**config.mk**
```make
export PLATFORM = sky130hd
export DESIGN_NAME = dual_timer
export DESIGN_NICKNAME = d
export VERILOG_FILES = /design/src/verilog/timer_pkg.sv /design/src/verilog/dual_timer.sv
export VERILOG_INCLUDE_DIRS = /design/src /design/src/verilog
export SDC_FILE = /design/constraint.sdc
export NUM_CORES = 1
export LEC_CHECK = 0
export ABC_CLOCK_PERIOD_IN_PS = 2700
export BUFFER_PORTS_ARGS = -buffer_cell sky130_fd_sc_hd__buf_4
export CAP_MARGIN = 20
export CELL_PAD_IN_SITES_DETAIL_PLACEMENT = 0
export CELL_PAD_IN_SITES_GLOBAL_PLACEMENT = 1
export CORE_MARGIN = 2
export CORE_UTILIZATION = 48
export CTS_BUF_LIST = sky130_fd_sc_hd__clkbuf_8
export DETAILED_ROUTE_END_ITERATION = 7
export HOLD_SLACK_MARGIN = 0.03
export PLACE_DENSITY = 0.92
export SLEW_MARGIN = 10
export SYNTH_ARGS = -nofsm -noshare
export SYNTH_HDL_FRONTEND = slang
export SYNTH_SLANG_ARGS = --single-unit
```
**constraint.sdc**
```tcl
create_clock -name clk_sys_i -period 2.7 [get_ports clk_sys_i]
set_clock_uncertainty 0.15 [all_clocks]
set_input_delay 0.81 -clock clk_sys_i [delete_from_list [all_inputs] [get_ports clk_sys_i]]
set_output_delay 0.81 -clock clk_sys_i [all_outputs]
set_load 0.005 [all_outputs]
```
**src/verilog/timer_cfg.svh**
```systemverilog
`ifndef TIMER_CFG_SVH
`define TIMER_CFG_SVH

// ****************************************************************
// register map (byte offsets on the plain register port)
// ****************************************************************
`define TMR_ADDR_W 3
`define TMR_OFS_MODE 3'h0
`define TMR_OFS_CTRL 3'h1
`define TMR_OFS_CLK 3'h2
`define TMR_OFS_LOW0 3'h3
`define TMR_OFS_HIGH0 3'h4
`define TMR_OFS_LOW1 3'h5
`define TMR_OFS_HIGH1 3'h6

// ****************************************************************
// field positions
// ****************************************************************
`define TMR_MODE_SLOT_W 4
`define TMR_CTRL_RUN0 0
`define TMR_CTRL_FLAG0 2
`define TMR_CLK_TURBO0 3

// ****************************************************************
// reset values
// ****************************************************************
`define TMR_RST_BYTE 8'h00
`define TMR_RST_PAIR 2'h0

// ****************************************************************
// machine cycle timing
// ****************************************************************
`define TMR_PH_THREE 2'h2
`define TMR_PH_FOUR 2'h3
`define TMR_DIV12_LAST 2'h2
`define TMR_DIV12_FIRST 2'h0

// ****************************************************************
// count limits
// ****************************************************************
`define TMR_LOW5_MAX 5'h1f
`define TMR_BYTE_MAX 8'hff
`define TMR_WORD_MAX 16'hffff

`endif

```
**src/verilog/timer_pkg.sv**
```systemverilog
package timer_pkg;

    // counting layout of one unit, encoded high select bit first
    typedef enum logic [1:0] {
        mode_13bit,
        mode_16bit,
        mode_reload8,
        mode_split
    } mode_e;

    // one unit's nibble of the mode configuration register
    typedef struct packed {
        logic gate;
        logic count_ext;
        mode_e mode;
    } unit_cfg_s;

    // next count of one unit and whether it rolled over
    typedef struct packed {
        logic [7:0] hi;
        logic [7:0] lo;
        logic ovf;
    } cnt_next_s;

endpackage

```
**src/verilog/dual_timer.sv**
```systemverilog
// Added by the designer: the register offsets and the strobed register port.
`timescale 1ns/1ps
`include "timer_cfg.svh"

// How it works
// - timer function counts a time-base tick of clock/12 or clock/4
// - turbo select bit 1 picks clock/4, 0 picks clock/12; reset clears it
// - each count pin is sampled once per machine cycle at phase four
// - a high sample followed by a low sample counts as one falling edge
// - count registers step only at phase three of a machine cycle; software writes land on any clock
// - a recognised edge changes the count in the following machine cycle
// - config bit 2 (unit 0) and bit 6 (unit 1) choose ticks or pin edges
// - each unit has its own two mode-select bits, four modes
// - counting needs run bit set and gate bit clear or gate pin high; unit 1 skips its run bit while unit 0 is split
// - mode 0 is 13 bits: high byte plus low five bits of low byte
// - mode 0 carries into high byte from low bit 4; 1fff to 0 sets overflow
// - mode 1 counts all sixteen bits; ffff to 0 sets overflow
// - mode 2 low byte wraps, sets overflow, reloads from unchanged high byte
// - overflow flag set at phase three of the overflowing machine cycle
// - overflow flag cleared when processor vectors to that unit's routine
// - unit 1 in mode 3 holds its count frozen
// - unit 0 mode 3: two 8-bit counters, high uses unit 1 run and flag
module dual_timer
    import timer_pkg::*;
(
    // clock, reset, enable
    input wire logic clk_sys_i,
    input wire logic reset_n_i,
    input wire logic clk_en_i,
    // register port
    input wire logic [`TMR_ADDR_W-1:0] reg_addr_i,
    input wire logic [7:0] reg_wdata_i,
    input wire logic reg_wr_i,
    input wire logic reg_rd_i,
    output logic [7:0] reg_rdata_o,
    // pins, bit 0 belongs to unit 0
    input wire logic [1:0] count_pin_i,
    input wire logic [1:0] ext_gate_pin_i,
    // processor vectoring to each unit's service routine
    input wire logic [1:0] vector_ack_i,
    // overflow flags toward the interrupt logic
    output logic [1:0] overflow_flag_o
);

    // ****************************************************************
    // machine cycle sequencing
    // ****************************************************************

    logic [1:0] phase_q;
    logic [1:0] div_q;
    logic [1:0] div_d;
    logic at_phase_three;
    logic at_phase_four;

    assign at_phase_three = (phase_q == `TMR_PH_THREE);
    assign at_phase_four = (phase_q == `TMR_PH_FOUR);
    // slow base repeats every three machine cycles, i.e. twelve clocks
    assign div_d = (div_q == `TMR_DIV12_LAST) ? `TMR_DIV12_FIRST : div_q + 2'h1;

    // four phases per machine cycle; the divide-by-three steps at its end
    always_ff @(posedge clk_sys_i or negedge reset_n_i) begin
        if (!reset_n_i) begin
            phase_q <= `TMR_RST_PAIR;
            div_q <= `TMR_RST_PAIR;
        end else if (clk_en_i) begin
            phase_q <= phase_q + 2'h1;
            if (at_phase_four) begin
                div_q <= div_d;
            end
        end
    end

    // ****************************************************************
    // register port decode
    // ****************************************************************

    logic wr_mode;
    logic wr_ctrl;
    logic wr_clk;
    logic [1:0] wr_low;
    logic [1:0] wr_high;

    assign wr_mode = reg_wr_i && (reg_addr_i == `TMR_OFS_MODE);
    assign wr_ctrl = reg_wr_i && (reg_addr_i == `TMR_OFS_CTRL);
    assign wr_clk = reg_wr_i && (reg_addr_i == `TMR_OFS_CLK);
    assign wr_low[0] = reg_wr_i && (reg_addr_i == `TMR_OFS_LOW0);
    assign wr_high[0] = reg_wr_i && (reg_addr_i == `TMR_OFS_HIGH0);
    assign wr_low[1] = reg_wr_i && (reg_addr_i == `TMR_OFS_LOW1);
    assign wr_high[1] = reg_wr_i && (reg_addr_i == `TMR_OFS_HIGH1);

    // ****************************************************************
    // configuration registers
    // ****************************************************************

    logic [7:0] mode_cfg_q;
    logic [1:0] run_q;
    logic [1:0] turbo_q;
    logic unit0_split;

    // mode nibble per unit: gate, count select, two mode-select bits
    always_ff @(posedge clk_sys_i or negedge reset_n_i) begin
        if (!reset_n_i) begin
            mode_cfg_q <= `TMR_RST_BYTE;
            run_q <= `TMR_RST_PAIR;
            turbo_q <= `TMR_RST_PAIR;
        end else if (clk_en_i) begin
            if (wr_mode) begin
                mode_cfg_q <= reg_wdata_i;
            end
            if (wr_ctrl) begin
                run_q <= reg_wdata_i[`TMR_CTRL_RUN0 +: 2];
            end
            if (wr_clk) begin
                turbo_q <= reg_wdata_i[`TMR_CTRL_RUN0 + `TMR_CLK_TURBO0 +: 2];
            end
        end
    end

    assign unit0_split = (mode_e'(mode_cfg_q[1:0]) == mode_split);

    // ****************************************************************
    // count step per mode
    // ****************************************************************

    // low-path increment; in split mode the high byte is left to its own path
    function automatic cnt_next_s count_step(mode_e m, logic [7:0] hi, logic [7:0] lo);
        cnt_next_s r;
        r.hi = hi;
        r.lo = lo;
        r.ovf = 1'b0;
        case (m)
            mode_13bit: begin
                // top three low bits are left alone
                r.lo = {lo[7:5], lo[4:0] + 5'h01};
                if (lo[4:0] == `TMR_LOW5_MAX) begin
                    r.hi = hi + 8'h01;
                    r.ovf = (hi == `TMR_BYTE_MAX);
                end
            end
            mode_16bit: begin
                {r.hi, r.lo} = {hi, lo} + 16'h0001;
                r.ovf = ({hi, lo} == `TMR_WORD_MAX);
            end
            mode_reload8: begin
                if (lo == `TMR_BYTE_MAX) begin
                    r.lo = hi;
                    r.ovf = 1'b1;
                end else begin
                    r.lo = lo + 8'h01;
                end
            end
            mode_split: begin
                r.lo = lo + 8'h01;
                r.ovf = (lo == `TMR_BYTE_MAX);
            end
            default: begin
                r.ovf = 1'b0;
            end
        endcase
        return r;
    endfunction

    // ****************************************************************
    // per-unit counting
    // ****************************************************************

    logic [7:0] lo_q [2];
    logic [7:0] hi_q [2];
    logic [1:0] low_ovf;
    logic [1:0] high_alt_ovf;
    logic [1:0] set_flag;
    logic [1:0] flag_q;

    for (genvar u = 0; u < 2; u++) begin : g_unit
        unit_cfg_s cfg;
        cnt_next_s nx;
        logic sample_q;
        logic edge_q;
        logic edge_seen;
        logic tb_tick;
        logic gate_ok;
        logic run_ok;
        logic frozen;
        logic low_inc;
        logic high_alt;
        logic [7:0] lo_d;
        logic [7:0] hi_d;
        logic flag_d;

        assign cfg = unit_cfg_s'(mode_cfg_q[u*`TMR_MODE_SLOT_W +: `TMR_MODE_SLOT_W]);
        // machine-cycle tick, every cycle in turbo, every third otherwise
        assign tb_tick = at_phase_three && (turbo_q[u] || div_q == `TMR_DIV12_FIRST);
        // high in the previous cycle's sample, low now
        assign edge_seen = at_phase_four && sample_q && !count_pin_i[u];
        assign gate_ok = !cfg.gate || ext_gate_pin_i[u];
        // with unit 0 split, unit 1 loses its run bit to unit 0's high byte
        assign run_ok = (u == 1 && unit0_split) ? 1'b1 : run_q[u];
        assign frozen = (u == 1) && (cfg.mode == mode_split);
        assign low_inc = at_phase_three && run_ok && gate_ok && !frozen
            && (cfg.count_ext ? edge_q : tb_tick);
        // unit 0 high byte in split mode: ticks only, gated by unit 1 run
        assign high_alt = (u == 0) && unit0_split && tb_tick && run_q[1];
        assign nx = count_step(cfg.mode, hi_q[u], lo_q[u]);
        // a software write beats a count landing in the same clock
        assign lo_d = wr_low[u] ? reg_wdata_i : (low_inc ? nx.lo : lo_q[u]);
        assign hi_d = wr_high[u] ? reg_wdata_i
            : (high_alt ? hi_q[u] + 8'h01 : (low_inc ? nx.hi : hi_q[u]));
        assign low_ovf[u] = low_inc && nx.ovf;
        assign high_alt_ovf[u] = high_alt && (hi_q[u] == `TMR_BYTE_MAX);
        // a fresh overflow wins over a clear in the same clock
        assign flag_d = set_flag[u] || ((wr_ctrl ? reg_wdata_i[`TMR_CTRL_FLAG0 + u]
            : flag_q[u]) && !vector_ack_i[u]);

        // pin sample and edge memory; the edge waits for next phase three
        always_ff @(posedge clk_sys_i or negedge reset_n_i) begin
            if (!reset_n_i) begin
                sample_q <= 1'b0;
                edge_q <= 1'b0;
            end else if (clk_en_i) begin
                if (at_phase_four) begin
                    sample_q <= count_pin_i[u];
                    edge_q <= edge_seen;
                end
            end
        end

        // count bytes and overflow flag; counts and flag sets land at phase three
        always_ff @(posedge clk_sys_i or negedge reset_n_i) begin
            if (!reset_n_i) begin
                lo_q[u] <= `TMR_RST_BYTE;
                hi_q[u] <= `TMR_RST_BYTE;
                flag_q[u] <= 1'b0;
            end else if (clk_en_i) begin
                lo_q[u] <= lo_d;
                hi_q[u] <= hi_d;
                flag_q[u] <= flag_d;
            end
        end
    end

    // unit 1's flag belongs to unit 0's high byte while unit 0 is split
    assign set_flag[0] = low_ovf[0];
    assign set_flag[1] = unit0_split ? high_alt_ovf[0] : low_ovf[1];

    // ****************************************************************
    // read path
    // ****************************************************************

    logic [7:0] ctrl_view;
    logic [7:0] clk_view;
    logic [7:0] rd_mux;
    logic [7:0] rdata_q;

    assign ctrl_view = {4'h0, flag_q, run_q};
    assign clk_view = {3'h0, turbo_q, 3'h0};
    // unmapped offsets read zero
    assign rd_mux = (reg_addr_i == `TMR_OFS_MODE) ? mode_cfg_q
        : (reg_addr_i == `TMR_OFS_CTRL) ? ctrl_view
        : (reg_addr_i == `TMR_OFS_CLK) ? clk_view
        : (reg_addr_i == `TMR_OFS_LOW0) ? lo_q[0]
        : (reg_addr_i == `TMR_OFS_HIGH0) ? hi_q[0]
        : (reg_addr_i == `TMR_OFS_LOW1) ? lo_q[1]
        : (reg_addr_i == `TMR_OFS_HIGH1) ? hi_q[1]
        : `TMR_RST_BYTE;

    // read data shows only in the cycle after the strobe
    always_ff @(posedge clk_sys_i or negedge reset_n_i) begin
        if (!reset_n_i) begin
            rdata_q <= `TMR_RST_BYTE;
        end else if (clk_en_i) begin
            rdata_q <= reg_rd_i ? rd_mux : `TMR_RST_BYTE;
        end
    end

    assign reg_rdata_o = rdata_q;
    assign overflow_flag_o = flag_q;

endmodule // dual_timer

```
==> results of run 1 <==
==> flip-flops by register name (all words and copies together), names as in the netlist <==
name / cells
div_q: 2
g_unit.edge_q: 2
g_unit.sample_q: 2
hi_q: 16
lo_q: 16
mode_cfg_q: 8
overflow_flag_o: 2
phase_q: 2
reg_rdata_o: 8
run_q: 2
turbo_q: 2
==> synthesized netlist by cell type (4+ instances only) <==
cell type	count	area share [%]
a31oi_1	8	1.1
o22ai_1	5	0.72
nand2_1	49	4.2
and3_1	8	1.1
a211oi_1	7	1.2
inv_1	13	1.1
nor3_1	9	1.0
dfrtp_1	62	35
xor2_1	4	0.80
or3_1	6	0.86
a21o_1	7	1.2
nand2b_1	7	1.0
clkbuf_1	21	1.8
a21oi_1	37	4.2
nand4_1	6	0.86
buf_1	4	0.34
o21ai_0	22	2.5
nor2_1	37	3.2
o2111ai_1	5	1.0
nor2b_1	8	1.1
o2bb2ai_1	11	2.2
mux2_2	17	4.4
a221oi_1	4	0.80
nand3_1	20	2.3
mux2i_1	11	2.5
o211ai_1	8	1.4
o22a_1	6	1.2
buf_2	7	0.80
ha_1	7	2.0
==> layer usage <==
metal	GRT usage (%)	routed length, um	vias to the layer above
met1	41.6	5960	2106
li1	-	-	1968
met3	4.99	1200	38
met2	44.3	6350	231
met4	13.4	468	0
met5	0	0	-
==> logic make-up after synthesis <==
| logic type | count (synthesis) | synth area share, % |
|---|---|---|
| buffers and inverters | 46 | 4.23 |
| AO/OA/AOI/OAI | 170 | 28.1 |
| flip-flops | 62 | 35.5 |
| multiplexers | 28 | 6.89 |
| XOR/XNOR | 7 | 1.40 |
| adder cells (fa/ha/maj) | 7 | 2.00 |
| AND/OR/NAND/NOR | 180 | 21.9 |
==> report_power, final <==
part	internal, uW	switching [uW]
clock network	344	450
registers	1170	392
logic	560	594
total	2070	1440
==> per-stage QoR <==
step,hold slack (ps),cell area [um2],setup slack (ps),power (uW)
floorplan,301,4370,301,2280
global placement,316,4780,213,2660
detailed placement,321,4780,165,2710
CTS,341,4960,134,3500
global route,359,4960,25.3,3730
finish,337,4960,131,3510
==> worst reg2reg max path, cell delays in order (launching register included) <==
cell	delay [ps]
dfrtp_1	440
ha_1	240
nand3_2	160
inv_1	120
ha_1	180
nor2_1	70
o41a_1	480
or4_1	580
nand3_1	90
==> layout make-up <==
class | count | area, um2 | area share [%]
multi-input combinational | 392 | 2640 | 53.2
inverter | 13 | 48.8 | 0.984
timing repair buffer | 52 | 403 | 8.13
clock buffer | 9 | 124 | 2.50
tap | 108 | 135 | 2.73
sequential | 62 | 1550 | 31.3
clock inverter | 7 | 56.3 | 1.14
==> final timing paths <==
kind,endpoint,start
min in group asynchronous,hi_q[13],reset_n_i
worst max-delay path,hi_q[13],lo_q[9]
worst min-delay path,reg_rdata_o[1],reg_rdata_o[1]
worst max register to register,hi_q[13],lo_q[9]
max in group asynchronous,lo_q[8],reset_n_i
worst min register to register,reg_rdata_o[1],reg_rdata_o[1]
==> qor.txt, run 1 <==
Fin crit share = 95.2%
Post-CTS setup buffers = 0
Register bit count reported by yosys = 62
GPL Wtd Cong = 0.938
Vias in the first global route = 4,123
WL final = 14.0 mm
Full die area = 9890 um2
CP top delay family = simple AND/OR/NAND/NOR gates
Fin crit period = 2570 ps
Io pins = 32
Setup TNS = 0 ps
Cells after Synth = 500
Post-route antenna net violation count = 0
Wirelength per Cell = 21.7 um
Final slew viol count = 0
Non-Filler Instances = 643
# fillers = 797
Crit path cell chain = ha_1 > nand3_2 > inv_1 > ha_1 > nor2_1 > o41a_1 > or4_1 > nand3_1
Kind of end point of the critical path = register
Post-CTS resize count = 0
DRT Pass-1 Iters = 5
Final Core Density = 56.6%
Status = finished clean
Top cell by count, worst path = ha_1
Final HPWL DP = 9.72 mm
CP max FO = 9
Clk buf depth = 2
Root cell of the clock tree = clkbuf_8
Clock sinks = 62
Total CTS buffers = 9
Syn nets = 529
WHS Path Cells = 1
R2R Setup Slk = 130 ps
Height of the chip = 99.5 um
Post-synthesis cell area = 4370 um2
Vias = 4,343
Hold_buf cts = 0
Max cap viols = 0
Slowest CP cell = or4_1
DR DRC count = 0
First-pass GRT wire length = 22.4 mm
Worst R2R Path Depth = 8
Crit path depth = 8
Clock transition at path regs = 90 ps
CTS tree = yes
Max incr delay on CP = 570 ps
Initial DRC Count = 457
Hold crit path type = register to register
Core area = 8760 um2
Layout net count = 559
Clock Latency Late Sink = 360 ps
WP data required = 2850 ps
Peak supply drop = 321 uV
WP buf/inv = 1
Tot GR Track Use = 29.4%
Final setup violation count = 0
Async S/R FF share, synth = 100%
Initial antenna violation count = 0
Input/output buffers = 31
Worst Max-Slew Pin Slew = 821 ps
Most common cell after layout, fill and taps aside = dfrtp_1
RSZ-0062 raised after global routing = false
Chip width = 99.5 um
Worst Setup Path Type = register to register
Syn-to-layout area delta = 13.3%
LEAKAGE = 0.00211 uW
Warnings from Yosys = 0
Fraction of layout instances using a drive strength above 1 = 19.6%
Starting density of the core = 49.9%
Pwr/cell area = 708 nW/um2
EDFF count, synth = 0
Post-DR vias/cell = 6.75
Slew headroom = 45.3%
Row Count = 34
Cells after DPL = 627
Final hold viol count = 0
ANT cells = 0
Post-synthesis cell type count = 76
CP arrival = 2720 ps
Syn Area/Cell = 8.75 um2
Top FF cell, synth = dfrtp_1
Crit start category = register
Sequential fraction of the synthesis area = 35.5%
Total grt overflow = 0
H-tree Lvls = 3
Max Freq = 0.389 GHz
Largest net degree at the start of global routing = 63
Most frequent cells in the layout = 61 x dfrtp_1, 51 x buf_4, 49 x nand2_1, 37 x a21oi_1, 37 x nor2_1
Note: power is estimated with default switching activity, not from simulation.
==> run 2: changes to the inputs <==
--- a/config.mk
+++ b/config.mk
@@ -7,16 +7,16 @@
 export NUM_CORES = 1
 export LEC_CHECK = 0
 export ABC_CLOCK_PERIOD_IN_PS = 2700
-export BUFFER_PORTS_ARGS = -buffer_cell sky130_fd_sc_hd__buf_4
+export BUFFER_PORTS_ARGS = -buffer_cell sky130_fd_sc_hd__buf_2
 export CAP_MARGIN = 20
 export CELL_PAD_IN_SITES_DETAIL_PLACEMENT = 0
 export CELL_PAD_IN_SITES_GLOBAL_PLACEMENT = 1
 export CORE_MARGIN = 2
-export CORE_UTILIZATION = 48
+export CORE_UTILIZATION = 43
 export CTS_BUF_LIST = sky130_fd_sc_hd__clkbuf_8
 export DETAILED_ROUTE_END_ITERATION = 7
 export HOLD_SLACK_MARGIN = 0.03
-export PLACE_DENSITY = 0.92
+export PLACE_DENSITY = 0.85
 export SLEW_MARGIN = 10
 export SYNTH_ARGS = -nofsm -noshare
 export SYNTH_HDL_FRONTEND = slang
==> qor.txt, run 2 (synthesized netlist as in run 1, its figures left out) <==
Clock transition at path regs = 80 ps (was 90 ps)
Status = finished clean (unchanged)
Total grt overflow = 0 (unchanged)
Chip width = 105 um (was 99.5 um)
Row Count = 36 (was 34)
Post-CTS resize count = 0 (unchanged)
Final slew viol count = 0 (unchanged)
Top Registers = hi_q (16), lo_q (16) (unchanged)
CP max FO = 7 (was 9)
Starting density of the core = 44.5% (was 49.9%)
Vias = 4,362 (was 4,343)
Max Freq = 0.390 GHz (was 0.389 GHz)
Pwr/cell area = 722 nW/um2 (was 708 nW/um2)
Crit start category = register (unchanged)
Total CTS buffers = 9 (unchanged)
Final hold viol count = 0 (unchanged)
Hold crit path type = input pin to async pin (was register to register)
R2R Setup Slk = 140 ps (was 130 ps)
Clock sinks = 62 (unchanged)
Post-DR vias/cell = 6.46 (was 6.75)
H-tree Lvls = 3 (unchanged)
Final setup violation count = 0 (unchanged)
Initial DRC Count = 487 (was 457)
Largest net degree at the start of global routing = 63 (unchanged)
Final HPWL DP = 9.85 mm (was 9.72 mm)
Post-route antenna net violation count = 0 (unchanged)
Clk buf depth = 2 (unchanged)
Slew headroom = 40.1% (was 45.3%)
Max cap viols = 0 (unchanged)
Io pins = 32 (unchanged)
First-pass GRT wire length = 22.4 mm (about the same)
Fraction of layout instances using a drive strength above 1 = 20.3% (was 19.6%)
Wirelength per Cell = 20.9 um (was 21.7 um)
Full die area = 11,000 um2 (was 9890 um2)
CTS tree = yes (unchanged)
Net Sw Frac = 40.1% (was 40.9%)
LEAKAGE = 0.00213 uW (was 0.00211 uW)
Final Core Density = 50.7% (was 56.6%)
CP arrival = 2710 ps (was 2720 ps)
Worst Max-Slew Pin Slew = 886 ps (was 821 ps)
Input/output buffers = 31 (unchanged)
Kind of end point of the critical path = register (unchanged)
Fin crit period = 2560 ps (was 2570 ps)
Height of the chip = 105 um (was 99.5 um)
Root cell of the clock tree = clkbuf_8 (unchanged)
Vias in the first global route = 4,104 (was 4,123)
Power share of the sequential group = 43.3% (was 44.5%)
Tot GR Track Use = 25.9% (was 29.4%)
WP data required = 2850 ps (about the same)
DRT Pass-1 Iters = 5 (unchanged)
Power share of the clock group = 24.5% (was 22.6%)
Fin crit share = 94.8% (was 95.2%)
Most common cell after layout, fill and taps aside = dfrtp_1 (unchanged)
Reg-to-reg endpoint = hi_q[13] (unchanged)
Clock Latency Late Sink = 360 ps (about the same)
Peak supply drop = 439 uV (was 321 uV)
Worst R2R Path Depth = 8 (unchanged)
Layout net count = 565 (was 559)
Post-CTS setup buffers = 0 (unchanged)
Sw Pwr = 1440 uW (about the same)
RSZ-0062 raised after global routing = false (unchanged)
Core area = 9820 um2 (was 8760 um2)
Initial antenna violation count = 1 (was 0)
Most frequent cells in the layout = 62 x dfrtp_1, 49 x nand2_1, 37 x a21oi_1, 37 x nor2_1, 31 x buf_2 (was 61 x dfrtp_1, 51 x buf_4, 49 x nand2_1, 37 x a21oi_1, 37 x nor2_1)
Hold_buf cts = 0 (unchanged)
Syn-to-layout area delta = 13.8% (was 13.3%)
Worst Setup Path Type = register to register (unchanged)
Setup TNS = 0 ps (unchanged)
WL final = 14.1 mm (was 14.0 mm)
Origin of the critical flop-to-flop path = lo_q[9] (unchanged)
Internal power = 2150 uW (was 2070 uW)
Logic gate share of total power = 32.2% (was 32.9%)
DR DRC count = 0 (unchanged)
GPL Wtd Cong = 0.931 (was 0.938)
run 2: cell count changes in the layout (fill, tap and decap cells not counted):
cell / before / now
dfrtp_1: 61 / 62
diode_2: 0 / 1
buf_4: 51 / 26
clkinv_4: 2 / 0
buf_2: 0 / 31
inv_6: 3 / 4
bufinv_16: 0 / 1
dfrtp_2: 1 / 0
run 2: layout make-up:
class                           instances  area (um2)
Fill cell                             947        4840
Tap cell                              133         166
Clock buffer                            9         124
Inverter                               13        48.8
Antenna cell                            1        2.50
Sequential cell                        62        1550
Multi-Input combinational cell        392        2640
Timing Repair Buffer                   58         370
Clock inverter                          7        77.6
run 2: routing by layer:
layer / wire [um] / vias up / GRT usage [%]
met4: 479 / 0 / 11.3
li1: - / 1988 / -
met1: 6040 / 2104 / 36.5
met3: 1340 / 46 / 4.68
met5: 0 / - / 0
met2: 6250 / 224 / 39.0
run 2: worst max-delay path by stage:
| stage | start | end | slack, ps |
|---|---|---|---|
| global placement | reg_addr_i[1] | hi_q[2] | 190 |
| floorplan | reg_addr_i[1] | mode_cfg_q[5] | 300 |
| finish | lo_q[9] | hi_q[13] | 140 |
| CTS | lo_q[9] | hi_q[13] | 180 |
| global route | lo_q[9] | hi_q[13] | 30 |
| detailed placement | reg_addr_i[1] | hi_q[2] | 160 |
run 2: power by group through the flow:
stage | combinational [uW] | clock (uW) | sequential [uW]
6_report | 1160 | 879 | 1560
5_1_grt | 1290 | 928 | 1580
4_1_cts | 1150 | 889 | 1540
3_5_place_dp | 1140 | 0 | 1560
3_3_place_gp | 1120 | 0 | 1550
2_1_floorplan | 887 | 0 | 1390
run 2: worst max-delay path: stages, from the launching register on:
cell,delay [ps]
dfrtp_1,450
ha_1,250
nand3_2,160
inv_1,110
ha_1,200
nor2_1,80
o41a_1,440
or4_1,560
nand3_1,90
run 2: metrics by stage:
step	total power, uW	hold slack (ps)	cell area (um2)	cells	setup slack (ps)
global placement	2660	310	4770	658	187
finish	3590	301	4980	675	139
detailed placement	2700	314	4770	658	163
global route	3800	332	4980	674	32.4
floorplan	2280	301	4370	500	301
CTS	3580	314	4980	674	178
==> run 3: changes to the inputs <==
--- a/config.mk
+++ b/config.mk
@@ -11,6 +11,7 @@
 export CAP_MARGIN = 20
 export CELL_PAD_IN_SITES_DETAIL_PLACEMENT = 0
 export CELL_PAD_IN_SITES_GLOBAL_PLACEMENT = 1
+export CORE_ASPECT_RATIO = 0.5
 export CORE_MARGIN = 2
 export CORE_UTILIZATION = 43
 export CTS_BUF_LIST = sky130_fd_sc_hd__clkbuf_8
==> qor.txt, run 3 (synthesized netlist as in run 1, its figures left out) <==
Tot GR Track Use = 26.4% (was 25.9%)
DRT Pass-1 Iters = 5 (unchanged)
DP Area = 4800 um2 (was 4770 um2)
Io pins = 32 (unchanged)
Pre-CTS setup slack = 129 ps (was 163 ps)
WP data required = 2840 ps (was 2850 ps)
Initial DRC Count = 400 (was 487)
RSZ-0062 raised after global routing = false (unchanged)
CP arrival = 2710 ps (about the same)
Kind of end point of the critical path = register (unchanged)
Final HPWL DP = 9.96 mm (was 9.85 mm)
Max cap viols = 0 (unchanged)
Total grt overflow = 0 (unchanged)
Height of the chip = 75.3 um (was 105 um)
H-tree Lvls = 3 (unchanged)
LEAKAGE = 0.00214 uW (was 0.00213 uW)
Total CTS buffers = 9 (unchanged)
Clock transition at path regs = 70 ps (was 80 ps)
CP max FO = 7 (unchanged)
CTS tree = yes (unchanged)
Chip width = 147 um (was 105 um)
First-pass GRT wire length = 22.1 mm (was 22.4 mm)
ANT cells = 0 (was 1)
Input/output buffers = 31 (unchanged)
Clk buf depth = 2 (unchanged)
Final Core Density = 51.7% (was 50.7%)
Starting density of the core = 45.3% (was 44.5%)
Setup TNS = 0 ps (unchanged)
Largest net degree at the start of global routing = 63 (unchanged)
Clock sinks = 62 (unchanged)
Final Worst Setup Slack = 132 ps (was 139 ps)
Max Freq = 0.389 GHz (was 0.390 GHz)
Final slew viol count = 0 (unchanged)
Clock Latency Late Sink = 360 ps (about the same)
Hold crit path type = input pin to async pin (unchanged)
Layout net count = 571 (was 565)
Most common cell after layout, fill and taps aside = dfrtp_1 (unchanged)
Worst Setup Path Type = register to register (unchanged)
WL final = 14.1 mm (about the same)
Root cell of the clock tree = clkbuf_8 (unchanged)
Final setup violation count = 0 (unchanged)
Full die area = 11,000 um2 (about the same)
Pwr/cell area = 699 nW/um2 (was 722 nW/um2)
DR DRC count = 0 (unchanged)
Wirelength per Cell = 20.6 um (was 20.9 um)
Vias = 4,344 (was 4,362)
Cell area after layout = 5000 um2 (was 4980 um2)
Syn-to-layout area delta = 14.3% (was 13.8%)
Fin crit share = 95.1% (was 94.8%)
Top Registers = hi_q (16), lo_q (16) (unchanged)
Core area = 9670 um2 (was 9820 um2)
Vias in the first global route = 3,867 (was 4,104)
Worst Max-Slew Pin Slew = 932 ps (was 886 ps)
GPL Wtd Cong = 0.925 (was 0.931)
Post-DR vias/cell = 6.37 (was 6.46)
Status = finished clean (unchanged)
Most frequent cells in the layout = 60 x dfrtp_1, 49 x nand2_1, 37 x a21oi_1, 37 x nor2_1, 32 x buf_4 (was 62 x dfrtp_1, 49 x nand2_1, 37 x a21oi_1, 37 x nor2_1, 31 x buf_2)
Initial antenna violation count = 0 (was 1)
Hold_buf cts = 0 (unchanged)
Row Count = 25 (was 36)
Final hold viol count = 0 (unchanged)
Post-route antenna net violation count = 0 (unchanged)
# fillers = 902 (was 947)
Slew headroom = 37.1% (was 40.1%)
Fraction of layout instances using a drive strength above 1 = 21.6% (was 20.3%)
Crit start category = register (unchanged)
Peak supply drop = 270 uV (was 439 uV)
Fin crit period = 2570 ps (was 2560 ps)
[run 3: cell count changes in the layout (fill, tap and decap cells not counted), moves of 2 or more]
cell | before | now
clkinvlp_4 | 1 | 3
clkinv_2 | 1 | 3
dfrtp_2 | 0 | 2
dfrtp_1 | 62 | 60
inv_6 | 4 | 0
buf_4 | 26 | 32
[run 3: final timing paths]
kind	start	end	slack, ps	cells after the start
max in group asynchronous	reset_n_i	lo_q[9]	1780	2
worst min-delay path	reset_n_i	g_unit[1].sample_q	310	2
min in group clk_sys_i	reg_rdata_o[6]	reg_rdata_o[6]	330	1
worst max register to register	lo_q[8]	hi_q[13]	130	8
worst min register to register	reg_rdata_o[6]	reg_rdata_o[6]	330	1
worst max-delay path	lo_q[8]	hi_q[13]	130	8
[run 3: through the flow]
step | power [uW] | std cells | hold slack (ps)
after floorplan | 2280 | 500 | 301
after global placement | 2680 | 663 | 308
after detailed placement | 2710 | 663 | 313
after CTS | 3460 | 679 | 322
after global routing | 3710 | 682 | 344
final | 3490 | 682 | 305
[run 3: timing repair]
| item | in CTS | in global routing |
|---|---|---|
| resized for setup | 0 | 2 |
| buffers inserted | 0 | 3 |
| setup endpoints to repair | 0 | 1 |
[run 3: final cells by class]
cell class                 count  area, um2  area share (%)
multi-input combinational    392       2640            52.8
sequential                    62       1550            31.1
timing repair buffer          64        415            8.31
tap                          135        169            3.38
clock buffer                  10        138            2.75
inverter                      13       48.8           0.976
clock inverter                 6       37.5           0.751
[run 3: metal layers]
metal  track usage [%]  vias to the layer above  wire [um]
met5                 0                        -          0
met4              7.23                        0        229
li1                  -                     1986          -
met2              39.7                      199       5970
met3              5.45                       24       1210
met1              38.9                     2135       6640
[run 3: where the power goes]
part	total, uW	internal, uW	switching [uW]
clock	759	352	406
sequential	1590	1170	417
combinational	1150	550	596
[run 3: critical path: stages, from the launching register on]
cell     delay, ps
dfrtp_2        440
ha_1           220
nand3_2        150
inv_1          120
ha_1           200
nor2_1          80
o41a_1         510
or4_1          540
nand3_1         90
